$ cat src/ebs_regs.svh
/*
  Constants for the elevator brake sequencer: controller register
  offsets, field positions, reset values and timing figures.
  Assumes a 100 MHz mclk and inclusion by bare name.
*/
`ifndef EBS_REGS_SVH
`define EBS_REGS_SVH

// ----------------------------------------------------------------
// timing
// ----------------------------------------------------------------
`define EBS_CLK_NS 10
`define EBS_TICK_NS 1000000
`define EBS_TICK_CYCLES (`EBS_TICK_NS / `EBS_CLK_NS)

// ----------------------------------------------------------------
// coded settings
// ----------------------------------------------------------------
`define EBS_FN_TRQ_PRIMARY 8'h01
`define EBS_FN_TRQ_OPTION 8'h0e
`define EBS_FN_CONTACTOR_ACK 8'h56
`define EBS_SRC_PRIMARY 2'h1
`define EBS_SF_ON 1'h1

// ----------------------------------------------------------------
// controller registers
// ----------------------------------------------------------------
`define EBS_CMD_OFS 8'h00
`define EBS_SPD_OFS 8'h04
`define EBS_STS_OFS 8'h08
`define EBS_CMD_UP 0
`define EBS_CMD_DOWN 1
`define EBS_CMD_LEVEL 2
`define EBS_CMD_NOMINAL 3
`define EBS_CMD_RESET 4'h0
`define EBS_SPD_RESET 16'h0000

`endif

$ cat src/ebs_pkg.sv
/*
  Types shared by both ends of the elevator brake sequencer.
  Assumes ebs_regs.svh holds all numeric constants.
*/
`default_nettype none

package ebs_pkg;
  typedef logic [15:0] ebs_speed_t;
  typedef logic [11:0] ebs_torque_t;
  typedef logic [15:0] ebs_time_t;
  typedef enum logic [3:0]
  {
    EBS_IDLE, EBS_WAIT_K, EBS_TRQ_UP, EBS_START_HOLD, EBS_ACCEL,
    EBS_SF_CALC, EBS_SF_HOLD, EBS_DEC_LEV, EBS_LEVEL, EBS_DEC_ZERO,
    EBS_STOP_HOLD, EBS_WAIT_BLOCK, EBS_K_OPEN
  } ebs_state_t;
endpackage

`default_nettype wire

$ cat src/ebs_link_if.sv
/*
  Link between the elevator controller and the drive sequencer.
  Assumes both ends run on the same mclk.
*/
`default_nettype none

interface ebs_link_if;
  import ebs_pkg::*;
  logic dir_up;
  logic dir_down;
  logic release_block;
  logic leveling;
  logic nominal_sel;
  ebs_speed_t speed_ref;
  logic contactor_ack;
  logic contactor_close;
  logic brake_open;
  logic output_on;
  modport drv (input dir_up, dir_down, release_block, leveling,
    nominal_sel, speed_ref, contactor_ack,
    output contactor_close, brake_open, output_on);
  modport ctl (output dir_up, dir_down, release_block, leveling,
    nominal_sel, speed_ref, contactor_ack,
    input contactor_close, brake_open, output_on);
endinterface

`default_nettype wire

$ cat src/ebs_drive.sv
/*
  Drive end: start/stop brake sequence with torque compensation at
  start, contactor and brake commands, and short floor operation.
  Assumes link inputs come from logic on mclk; settings are static
  during a run; times are in millisecond ticks.
*/
// The strobed register port and the register offsets were decided locally.
`include "ebs_regs.svh"
`default_nettype none

module ebs_drive
  import ebs_pkg::*;
#(
  parameter int TICK_CYCLES = `EBS_TICK_CYCLES
)
(
  input wire logic mclk,
  input wire logic rstn,
  ebs_link_if.drv link,
  input wire logic closed_loop_vector,
  input wire logic [1:0] speed_reference_source,
  input wire logic [7:0] primary_analog_function,
  input wire logic use_option_ch1,
  input wire logic [7:0] option_ch2_function,
  input wire logic [7:0] option_ch3_function,
  input wire logic [7:0] digital_input_function,
  input wire ebs_torque_t primary_analog_input,
  input wire ebs_torque_t option_ch1_input,
  input wire ebs_torque_t option_ch2_input,
  input wire ebs_torque_t option_ch3_input,
  input wire ebs_time_t torque_increase_time,
  input wire ebs_speed_t torque_fade_speed_level,
  input wire ebs_time_t operation_start_delay,
  input wire ebs_time_t start_zero_speed_time,
  input wire ebs_time_t stop_zero_speed_time,
  input wire ebs_time_t brake_open_delay,
  input wire ebs_time_t brake_close_delay,
  input wire ebs_time_t contactor_open_delay,
  input wire logic short_floor_enable,
  input wire ebs_speed_t short_floor_nominal_speed,
  input wire logic [1:0] speed_input_mode,
  input wire ebs_speed_t nominal_speed_reference,
  input wire ebs_speed_t leveling_speed,
  input wire ebs_speed_t ramp_step,
  output var ebs_speed_t speed_out,
  output var ebs_torque_t torque_out
);
  ebs_state_t state;
  logic [31:0] div_cnt;
  logic tick;
  ebs_time_t timer;
  ebs_torque_t latched;
  ebs_torque_t trq_step;
  logic fading;
  logic dir_q;
  logic [31:0] sf_dist;
  logic [31:0] sf_run;
  ebs_speed_t sf_calc_speed;
  ebs_speed_t target;
  logic trq_sel;
  ebs_torque_t trq_src;
  logic use_trq;
  logic stop_req;
  logic multispeed;
  ebs_speed_t nominal;
  ebs_speed_t nom40;

  // ----------------------------------------------------------------
  // tick divider and settings decode
  // ----------------------------------------------------------------
  always_ff @(posedge mclk or negedge rstn)
  begin
    if (!rstn)
    begin
      div_cnt <= 32'h0;
      tick <= 1'b0;
    end
    else
    begin
      tick <= (div_cnt == 32'(TICK_CYCLES - 1));
      div_cnt <= (div_cnt == 32'(TICK_CYCLES - 1)) ? 32'h0 : div_cnt + 32'h1;
    end
  end

  // option channels 2 and 3 win: their select ignores the reference source
  always_comb
  begin
    trq_sel = 1'b1;
    trq_src = 12'h000;
    if (option_ch2_function == `EBS_FN_TRQ_OPTION)
      trq_src = option_ch2_input;
    else if (option_ch3_function == `EBS_FN_TRQ_OPTION)
      trq_src = option_ch3_input;
    else if (speed_reference_source != `EBS_SRC_PRIMARY &&
             primary_analog_function == `EBS_FN_TRQ_PRIMARY)
      trq_src = use_option_ch1 ? option_ch1_input
                               : primary_analog_input;
    else
      trq_sel = 1'b0;
  end

  assign use_trq = trq_sel & closed_loop_vector;
  assign multispeed = (speed_input_mode == 2'h0) ||
                      (speed_input_mode == 2'h3);
  assign nominal = multispeed ? short_floor_nominal_speed
                              : nominal_speed_reference;
  assign nom40 = 16'((32'(nominal) * 32'h2) / 32'h5);

  // stop source depends on speed input mode
  always_comb
  begin
    case (speed_input_mode)
      2'h1: stop_req = !link.leveling;
      2'h2: stop_req = (link.speed_ref == 16'h0);
      default: stop_req = !(link.dir_up | link.dir_down);
    endcase
  end

  // ----------------------------------------------------------------
  // torque compensation latch and ramp
  // ----------------------------------------------------------------
  always_ff @(posedge mclk or negedge rstn)
  begin
    if (!rstn)
    begin
      dir_q <= 1'b0;
      latched <= 12'h000;
      trq_step <= 12'h000;
    end
    else
    begin
      dir_q <= link.dir_up | link.dir_down;
      if ((link.dir_up | link.dir_down) && !dir_q && state == EBS_IDLE)
      begin
        latched <= use_trq ? trq_src : 12'h000;
        trq_step <= (torque_increase_time == 16'h0) ? trq_src :
          12'(32'(trq_src) / 32'(torque_increase_time));
      end
    end
  end

  // up over the increase time, then faded with the same step
  always_ff @(posedge mclk or negedge rstn)
  begin
    if (!rstn)
    begin
      torque_out <= 12'h000;
      fading <= 1'b0;
    end
    else if (state == EBS_IDLE)
    begin
      torque_out <= 12'h000;
      fading <= 1'b0;
    end
    else if (state == EBS_TRQ_UP && tick)
      torque_out <= (latched - torque_out <= trq_step || trq_step == 12'h0)
        ? latched : torque_out + trq_step;
    else if (state == EBS_ACCEL && speed_out >= torque_fade_speed_level)
      fading <= 1'b1;
    else if (fading && tick)
      torque_out <= (torque_out <= trq_step || trq_step == 12'h0)
        ? 12'h000 : torque_out - trq_step;
  end

  // ----------------------------------------------------------------
  // sequence
  // ----------------------------------------------------------------
  always_ff @(posedge mclk or negedge rstn)
  begin
    if (!rstn)
    begin
      state <= EBS_IDLE;
      timer <= 16'h0;
      speed_out <= 16'h0;
      target <= 16'h0;
      sf_dist <= 32'h0;
      sf_run <= 32'h0;
      sf_calc_speed <= 16'h0;
      link.contactor_close <= 1'b0;
      link.brake_open <= 1'b0;
      link.output_on <= 1'b0;
    end
    else
    begin
      if (tick)
        timer <= timer + 16'h1;
      case (state)
        EBS_IDLE:
        begin
          timer <= 16'h0;
          if ((link.dir_up | link.dir_down) && link.release_block &&
              link.speed_ref != 16'h0)
          begin
            link.contactor_close <= 1'b1;
            state <= EBS_WAIT_K;
          end
        end
        EBS_WAIT_K:
        begin
          if ((digital_input_function == `EBS_FN_CONTACTOR_ACK)
              ? link.contactor_ack
              : (timer >= operation_start_delay))
          begin
            link.output_on <= 1'b1;
            timer <= 16'h0;
            state <= EBS_TRQ_UP;
          end
        end
        EBS_TRQ_UP:
        begin
          // without compensation the brake opens on its own delay
          if (use_trq ? (torque_out == latched)
                      : (timer >= brake_open_delay))
          begin
            link.brake_open <= 1'b1;
            timer <= 16'h0;
            state <= EBS_START_HOLD;
          end
        end
        EBS_START_HOLD:
        begin
          if (timer >= start_zero_speed_time)
          begin
            target <= link.speed_ref;
            state <= EBS_ACCEL;
          end
        end
        EBS_ACCEL:
        begin
          if (tick)
            speed_out <= (target - speed_out <= ramp_step)
              ? target : speed_out + ramp_step;
          if (link.leveling)
          begin
            if (short_floor_enable == `EBS_SF_ON &&
                speed_out < nominal && (!multispeed || link.nominal_sel))
            begin
              sf_dist <= 32'h0;
              sf_calc_speed <= nominal;
              target <= (speed_out >= nom40) ? speed_out : nom40;
              state <= EBS_SF_CALC;
            end
            else
              state <= EBS_DEC_LEV;
          end
        end
        EBS_SF_CALC:
        begin
          // area under the decel line, one ramp step per mclk cycle
          if (tick && speed_out < target)
            speed_out <= (target - speed_out <= ramp_step)
              ? target : speed_out + ramp_step;
          if (sf_calc_speed > nom40 && ramp_step != 16'h0)
          begin
            sf_dist <= sf_dist + 32'(sf_calc_speed);
            sf_calc_speed <= (sf_calc_speed - nom40 <= ramp_step)
              ? nom40 : sf_calc_speed - ramp_step;
          end
          else if (speed_out == target)
          begin
            sf_run <= 32'h0;
            state <= EBS_SF_HOLD;
          end
        end
        EBS_SF_HOLD:
        begin
          if (tick)
            sf_run <= sf_run + 32'(speed_out);
          if (sf_run >= sf_dist)
            state <= EBS_DEC_LEV;
        end
        EBS_DEC_LEV:
        begin
          if (tick)
            speed_out <= (speed_out <= leveling_speed + ramp_step)
              ? leveling_speed : speed_out - ramp_step;
          if (speed_out == leveling_speed)
            state <= EBS_LEVEL;
        end
        EBS_LEVEL:
        begin
          if (stop_req)
            state <= EBS_DEC_ZERO;
        end
        EBS_DEC_ZERO:
        begin
          if (tick)
            speed_out <= (speed_out <= ramp_step)
              ? 16'h0 : speed_out - ramp_step;
          if (speed_out == 16'h0)
          begin
            timer <= 16'h0;
            state <= EBS_STOP_HOLD;
          end
        end
        EBS_STOP_HOLD:
        begin
          if (timer >= brake_close_delay)
            link.brake_open <= 1'b0;
          if (timer >= stop_zero_speed_time)
          begin
            link.output_on <= 1'b0;
            state <= EBS_WAIT_BLOCK;
          end
        end
        EBS_WAIT_BLOCK:
        begin
          link.brake_open <= 1'b0;
          timer <= 16'h0;
          if (!link.release_block)
            state <= EBS_K_OPEN;
        end
        EBS_K_OPEN:
        begin
          if (timer >= contactor_open_delay)
          begin
            link.contactor_close <= 1'b0;
            state <= EBS_IDLE;
          end
        end
        default:
          state <= EBS_IDLE;
      endcase
    end
  end
endmodule // ebs_drive

`default_nettype wire

$ cat src/flat_wrapper.sv
// flat-port wrapper written by rule: the top's interface ports become plain ports
module ebs_drive_flat import ebs_pkg::*;
#(
  parameter int TICK_CYCLES = `EBS_TICK_CYCLES
)
  (mclk, rstn, closed_loop_vector, speed_reference_source, primary_analog_function, use_option_ch1, option_ch2_function, option_ch3_function, digital_input_function, primary_analog_input, option_ch1_input, option_ch2_input, option_ch3_input, torque_increase_time, torque_fade_speed_level, operation_start_delay, start_zero_speed_time, stop_zero_speed_time, brake_open_delay, brake_close_delay, contactor_open_delay, short_floor_enable, short_floor_nominal_speed, speed_input_mode, nominal_speed_reference, leveling_speed, ramp_step, speed_out, torque_out, link_dir_up, link_dir_down, link_release_block, link_leveling, link_nominal_sel, link_speed_ref, link_contactor_ack, link_contactor_close, link_brake_open, link_output_on);
  ebs_link_if link_i ();
  input wire logic mclk;
  input wire logic rstn;
  input wire logic closed_loop_vector;
  input wire logic [1:0] speed_reference_source;
  input wire logic [7:0] primary_analog_function;
  input wire logic use_option_ch1;
  input wire logic [7:0] option_ch2_function;
  input wire logic [7:0] option_ch3_function;
  input wire logic [7:0] digital_input_function;
  input wire ebs_torque_t primary_analog_input;
  input wire ebs_torque_t option_ch1_input;
  input wire ebs_torque_t option_ch2_input;
  input wire ebs_torque_t option_ch3_input;
  input wire ebs_time_t torque_increase_time;
  input wire ebs_speed_t torque_fade_speed_level;
  input wire ebs_time_t operation_start_delay;
  input wire ebs_time_t start_zero_speed_time;
  input wire ebs_time_t stop_zero_speed_time;
  input wire ebs_time_t brake_open_delay;
  input wire ebs_time_t brake_close_delay;
  input wire ebs_time_t contactor_open_delay;
  input wire logic short_floor_enable;
  input wire ebs_speed_t short_floor_nominal_speed;
  input wire logic [1:0] speed_input_mode;
  input wire ebs_speed_t nominal_speed_reference;
  input wire ebs_speed_t leveling_speed;
  input wire ebs_speed_t ramp_step;
  output var ebs_speed_t speed_out;
  output var ebs_torque_t torque_out;
  input wire logic [$bits(link_i.dir_up)-1:0] link_dir_up;
  input wire logic [$bits(link_i.dir_down)-1:0] link_dir_down;
  input wire logic [$bits(link_i.release_block)-1:0] link_release_block;
  input wire logic [$bits(link_i.leveling)-1:0] link_leveling;
  input wire logic [$bits(link_i.nominal_sel)-1:0] link_nominal_sel;
  input wire logic [$bits(link_i.speed_ref)-1:0] link_speed_ref;
  input wire logic [$bits(link_i.contactor_ack)-1:0] link_contactor_ack;
  output wire logic [$bits(link_i.contactor_close)-1:0] link_contactor_close;
  output wire logic [$bits(link_i.brake_open)-1:0] link_brake_open;
  output wire logic [$bits(link_i.output_on)-1:0] link_output_on;
  assign link_i.dir_up = link_dir_up;
  assign link_i.dir_down = link_dir_down;
  assign link_i.release_block = link_release_block;
  assign link_i.leveling = link_leveling;
  assign link_i.nominal_sel = link_nominal_sel;
  assign link_i.speed_ref = link_speed_ref;
  assign link_i.contactor_ack = link_contactor_ack;
  assign link_contactor_close = link_i.contactor_close;
  assign link_brake_open = link_i.brake_open;
  assign link_output_on = link_i.output_on;
  ebs_drive #(.TICK_CYCLES(TICK_CYCLES)) u_core (.mclk(mclk), .rstn(rstn), .link(link_i), .closed_loop_vector(closed_loop_vector), .speed_reference_source(speed_reference_source), .primary_analog_function(primary_analog_function), .use_option_ch1(use_option_ch1), .option_ch2_function(option_ch2_function), .option_ch3_function(option_ch3_function), .digital_input_function(digital_input_function), .primary_analog_input(primary_analog_input), .option_ch1_input(option_ch1_input), .option_ch2_input(option_ch2_input), .option_ch3_input(option_ch3_input), .torque_increase_time(torque_increase_time), .torque_fade_speed_level(torque_fade_speed_level), .operation_start_delay(operation_start_delay), .start_zero_speed_time(start_zero_speed_time), .stop_zero_speed_time(stop_zero_speed_time), .brake_open_delay(brake_open_delay), .brake_close_delay(brake_close_delay), .contactor_open_delay(contactor_open_delay), .short_floor_enable(short_floor_enable), .short_floor_nominal_speed(short_floor_nominal_speed), .speed_input_mode(speed_input_mode), .nominal_speed_reference(nominal_speed_reference), .leveling_speed(leveling_speed), .ramp_step(ramp_step), .speed_out(speed_out), .torque_out(torque_out));
endmodule
$ cat config.mk
export PLATFORM = sky130hd
export DESIGN_NAME = ebs_drive_flat
export DESIGN_NICKNAME = d
export VERILOG_FILES = /design/src/ebs_pkg.sv /design/src/ebs_link_if.sv /design/src/ebs_drive.sv /design/src/flat_wrapper.sv
export VERILOG_INCLUDE_DIRS = /design/src
export SDC_FILE = /design/constraint.sdc
export NUM_CORES = 1
export LEC_CHECK = 0
export ABC_AREA = 1
export BUFFER_PORTS_ARGS = -buffer_cell sky130_fd_sc_hd__buf_2
export CORE_ASPECT_RATIO = 1.1
export CORE_MARGIN = 10
export CORE_UTILIZATION = 43
export CTS_CLUSTER_DIAMETER = 40
export CTS_CLUSTER_SIZE = 24
export DETAILED_ROUTE_END_ITERATION = 6
export PLACE_DENSITY = 0.63
export SYNTH_ARGS = -nofsm -noshare
export SYNTH_HDL_FRONTEND = slang
export SYNTH_SLANG_ARGS = --single-unit
$ cat constraint.sdc
create_clock -name mclk -period 6.65 [get_ports mclk]
set_clock_uncertainty 0.1 [all_clocks]
set_input_delay 0.3325 -clock mclk [delete_from_list [all_inputs] [get_ports mclk]]
set_output_delay 0.3325 -clock mclk [all_outputs]
set_load 0.01 [all_outputs]
==> flow_summary.html <==
<table>
<tr><th>Metric</th><th>Value</th></tr>
<tr><th colspan="2">Route</th></tr>
<tr><td>Number of nets still failing antenna checks after routing</td><td>0</td></tr>
<tr><td>Number of design rule violations left after detail routing</td><td>0</td></tr>
<tr><td>Total via count after detailed routing</td><td>59440</td></tr>
<tr><td>Initial DRC count</td><td>~3400</td></tr>
<tr><td>Average via count per standard cell</td><td>roughly 5.3</td></tr>
<tr><td>WL per Instance</td><td>around 17 um</td></tr>
<tr><td>Number of search-and-repair iterations in the first detailed-routing pass</td><td>6</td></tr>
<tr><td>Total Routed Length</td><td>roughly 190 mm</td></tr>
<tr><th colspan="2">Critical path</th></tr>
<tr><td>Data arrival at the endpoint of the critical path</td><td>~71 ns</td></tr>
<tr><td>Reg-to-Reg Start</td><td>u_core.speed_out[4]</td></tr>
<tr><td>Cell repeated most along the worst path</td><td>sky130_fd_sc_hd__nand2_2</td></tr>
<tr><td>R2r endpoint</td><td>u_core.speed_out[9]</td></tr>
<tr><td>Worst Reg2Reg Path Length in Cells</td><td>28</td></tr>
<tr><td>CP Data Required Time</td><td>roughly 7.0 ns</td></tr>
<tr><td>WS Path Type</td><td>in2reg</td></tr>
<tr><td>Biggest cell delay along the critical path</td><td>approximately 0.31 ns</td></tr>
<tr><td>Crit-path max FO</td><td>7</td></tr>
<tr><td>Nature of the critical path endpoint</td><td>register</td></tr>
<tr><td>Type of origin of the critical path</td><td>input port</td></tr>
<tr><td>Slowest stage cell on the critical path</td><td>sky130_fd_sc_hd__ha_1</td></tr>
<tr><td>Worst R2R Setup Slack</td><td>~1.1 ns</td></tr>
<tr><th colspan="2">Floorplan</th></tr>
<tr><td>Total Die Area</td><td>roughly 120000 um2</td></tr>
<tr><td>Num ports</td><td>between 300 and 400</td></tr>
<tr><td>Overall die width</td><td>around 340 um</td></tr>
<tr><td>Placeable core area</td><td>roughly 110000 um2</td></tr>
<tr><td>Num rows</td><td>127</td></tr>
<tr><td>Die Height</td><td>roughly 370 um</td></tr>
<tr><td>Initial Util</td><td>0.4323</td></tr>
<tr><th colspan="2">STA</th></tr>
<tr><td>RSZ-0062 raised after global routing</td><td>true</td></tr>
<tr><td>Fmax</td><td>approximately 14 MHz</td></tr>
<tr><td>Final hold vios</td><td>0</td></tr>
<tr><td>Crit path setup slack, layout</td><td>-63.88 ns</td></tr>
<tr><td>Min Tclk post-route</td><td>between 70 and 80 ns</td></tr>
<tr><td>Number of setup violations in the final report</td><td>111</td></tr>
<tr><td>Period utilization</td><td>10.61</td></tr>
<tr><td>Slew Limit Fails</td><td>0</td></tr>
<tr><td>Worst Max-Slew Pin Slew</td><td>roughly 1.1 ns</td></tr>
<tr><td>Headroom to the max-slew limit</td><td>0.2696</td></tr>
<tr><th colspan="2">Global routing</th></tr>
<tr><td>Total track usage</td><td>0.2780</td></tr>
<tr><td>Vias in the first global route</td><td>about 59000</td></tr>
<tr><td>Maximum number of pins on one net before global-route repair</td><td>around 130</td></tr>
<tr><td>Total congestion overflow</td><td>0</td></tr>
<tr><td>Antenna violations before repair</td><td>3</td></tr>
<tr><td>Wire length of the first global-routing pass</td><td>286.2 mm</td></tr>
<tr><th colspan="2">Run</th></tr>
<tr><td>Maximum Capacitance Violations</td><td>0</td></tr>
<tr><th colspan="2">Status</th></tr>
<tr><td>Violations in the final reports</td><td>negative setup slack</td></tr>
<tr><td>Outcome</td><td>finished with violations</td></tr>
<tr><th colspan="2">Synth</th></tr>
<tr><td>Number of synthesized flops with an enable pin</td><td>0</td></tr>
<tr><td>Flops &amp; latches, synth</td><td>just over 200</td></tr>
<tr><td>Post-Synthesis Cells</td><td>7128</td></tr>
<tr><td>Number of different library cells in the post-synthesis netlist</td><td>89</td></tr>
<tr><td>Sequential fraction of the synthesis area</td><td>0.1096</td></tr>
<tr><td>Share of the synthesized area in the top cell type</td><td>0.2111</td></tr>
<tr><td>Average size of a mapped cell</td><td>approximately 6.6 um2</td></tr>
<tr><td>Main synth FF type</td><td>sky130_fd_sc_hd__dfrtp_1</td></tr>
<tr><td>Area of the mapped netlist</td><td>47060 um2</td></tr>
<tr><td>Post-synthesis cell type with the largest combined area</td><td>sky130_fd_sc_hd__ha_1</td></tr>
<tr><td>Ranking of synthesized cells by area</td><td>sky130_fd_sc_hd__ha_1 (21%), sky130_fd_sc_hd__dfrtp_1 (11%), sky130_fd_sc_hd__nand2_1 (11%), sky130_fd_sc_hd__inv_1 (9.1%), sky130_fd_sc_hd__a21oi_1 (5.7%)</td></tr>
<tr><td>Async set or reset register ratio after synthesis</td><td>1.000</td></tr>
<tr><td>Number of synthesis warnings</td><td>0</td></tr>
<tr><th colspan="2">Worst hold path</th></tr>
<tr><td>Number of cells on the worst hold path</td><td>5</td></tr>
<tr><td>Hold path startpoint</td><td>leveling_speed[3]</td></tr>
<tr><td>Worst Hold Path EP</td><td>u_core.speed_out[3]</td></tr>
<tr><td>Type of the worst min-delay path</td><td>in2reg</td></tr>
<tr><th colspan="2">Clock network</th></tr>
<tr><td>Maximum level of the CTS H-tree</td><td>1</td></tr>
<tr><td>Total CTS buffers</td><td>28</td></tr>
<tr><td>CTS root buffer</td><td>sky130_fd_sc_hd__clkbuf_16</td></tr>
<tr><td>Clock tree from TritonCTS</td><td>yes</td></tr>
<tr><td>Largest buffer count on any clock path</td><td>3</td></tr>
<tr><td>Clock Latency Late Sink</td><td>0.61 ns</td></tr>
<tr><td>Clock Sinks</td><td>around 210</td></tr>
<tr><td>Clock-pin slew reported for the worst setup and hold paths after clock tree synthesis</td><td>~0.06 ns</td></tr>
<tr><th colspan="2">Placed design</th></tr>
<tr><td>Detailed-placement wirelength estimate</td><td>approximately 140 mm</td></tr>
<tr><td>Post-placement cell area</td><td>roughly 64000 um2</td></tr>
<tr><td>Routability-driven placement congestion ratio</td><td>0.9381</td></tr>
<tr><td>DP Cell Count</td><td>~10000</td></tr>
<tr><td>Count of buffers inserted at the top-level ports</td><td>333</td></tr>
<tr><th colspan="2">Finish</th></tr>
<tr><td>Syn-to-layout area delta</td><td>55.52%</td></tr>
<tr><td>Finished Layout Cells</td><td>11270</td></tr>
<tr><td>Leading cell types in the layout, fill and taps excluded</td><td>sky130_fd_sc_hd__buf_4 (2353), sky130_fd_sc_hd__nand2_1 (1218), sky130_fd_sc_hd__inv_1 (1049)</td></tr>
<tr><td>Nets</td><td>10930</td></tr>
<tr><td>Share of cells above drive strength 1</td><td>0.3961</td></tr>
<tr><td>Finished layout cell area</td><td>about 73000 um2</td></tr>
<tr><td>Leading cell type in the layout, fill and taps excluded</td><td>sky130_fd_sc_hd__buf_4</td></tr>
<tr><td>Share of the core filled with cells</td><td>0.6723</td></tr>
</table>
[stage by stage]
step / hold slack [ns] / setup WS [ns] / TNS [ns]
final: 0.03448 / -63.88 / -1182.43
after global routing: 0.04437 / -68.69 / -1365.11
after floorplan: -0.06309 / -67.69 / -1229.72
after CTS: 0.008773 / -60.66 / -1150.70
after detailed placement: 0.2989 / -63.81 / -1274.67
after global placement: 0.2924 / -61.36 / -1223.87
[kinds of logic after synthesis]
logic type | after synthesis | synth area share
AOI/OAI and AO/OA | 1619 | 0.2033
xor gates and xnor gates | 455 | 0.08469
adders and majority gates | 805 | 0.2158
buffers and inverters | 1332 | 0.1131
DFF | 206 | 0.1096
muxes | 3 | 0.0006648
other | 1 | 0.00007969
and+or+nand+nor | 2707 | 0.2728
[state kept, by name, indices dropped and copies added (netlist names)]
signal,cells
u_core.trq_step,12
u_core.link.contactor_close,1
u_core.torque_out,12
u_core.link.output_on,1
u_core.sf_run,32
u_core.speed_out,16
u_core.state,4
u_core.link.brake_open,1
u_core.dir_q,1
u_core.tick,1
u_core.sf_dist,32
u_core.div_cnt,32
u_core.latched,12
u_core.timer,16
u_core.fading,1
u_core.sf_calc_speed,16
u_core.target,16
[routing by layer]
metal / wire (um) / vias up / global-route usage
met4: 11990 / 0 / 0.1411
met2: 93980 / 1928 / 0.5164
met5: 0 / - / 0
met1: 73740 / 27510 / 0.3073
met3: 10050 / 784 / 0.03110
li1: - / 29220 / -
[area by class of cell]
cell class / instances / area (um2)
Inverter: 1208 / 4695
Fill cell: 8861 / 35670
Multi-Input combinational cell: 5610 / 40050
Timing Repair inverter: 1 / 8.758
Timing Repair Buffer: 2768 / 20470
Antenna cell: 2 / 5.005
Tap cell: 1419 / 1775
Sequential cell: 206 / 5155
Clock buffer: 28 / 700.7
Clock inverter: 24 / 315.3
[critical path: cells and delay by family]
kind / cells / cell delay (ns)
adders and majority gates: 29 / 7.36
AOI/OAI and AO/OA: 206 / 30.60
xor gates and xnor gates: 1 / 0.12
and+or+nand+nor: 207 / 18.87
buffers and inverters: 151 / 13.42
[timing repair]
item                                    4_1_cts  5_1_grt
endpoints found under the setup margin      111      111
gates cloned                                  6        4
hold buffers                                 21        0
endpoints found under the hold margin       101        0
pin swaps                                   228      394
setup buffers                               564      197
resized for setup                           171      433
[synthesized netlist by cell type (29+ instances only)]
library cell and instances:
sky130_fd_sc_hd__a21o_1 59, sky130_fd_sc_hd__a21oi_1 534, sky130_fd_sc_hd__a31oi_1 29, sky130_fd_sc_hd__clkbuf_1 79
sky130_fd_sc_hd__dfrtp_1 206, sky130_fd_sc_hd__ha_1 794, sky130_fd_sc_hd__inv_1 1142, sky130_fd_sc_hd__inv_2 38
sky130_fd_sc_hd__nand2_1 1340, sky130_fd_sc_hd__nand2_2 109, sky130_fd_sc_hd__nand3_1 303, sky130_fd_sc_hd__nand3_2 65
sky130_fd_sc_hd__nand4_1 106, sky130_fd_sc_hd__nor2_1 434, sky130_fd_sc_hd__nor2_2 37, sky130_fd_sc_hd__nor2_4 30
sky130_fd_sc_hd__nor3_1 75, sky130_fd_sc_hd__o211ai_1 55, sky130_fd_sc_hd__o21a_1 50, sky130_fd_sc_hd__o21ai_0 513
sky130_fd_sc_hd__o21ai_1 57, sky130_fd_sc_hd__o21bai_1 72, sky130_fd_sc_hd__o221ai_1 31, sky130_fd_sc_hd__o31ai_1 41
sky130_fd_sc_hd__or2_2 71, sky130_fd_sc_hd__xnor2_1 157, sky130_fd_sc_hd__xor2_1 298
[how the worst max path moves through the flow]
stage	from	endpoint	slack, ns	depth (start not counted)
floorplan	torque_increase_time[1]	u_core.trq_step[0]	-67.69	631
global placement	torque_increase_time[15]	u_core.trq_step[0]	-61.36	586
detailed placement	torque_increase_time[15]	u_core.trq_step[0]	-63.81	583
CTS	torque_increase_time[10]	u_core.trq_step[0]	-60.66	598
global route	torque_increase_time[9]	u_core.trq_step[0]	-68.69	594
finish	torque_increase_time[9]	u_core.trq_step[0]	-63.88	594
Power is not shown: default switching activity piles up to over one toggle a cycle in this logic, so the estimate is an artifact.
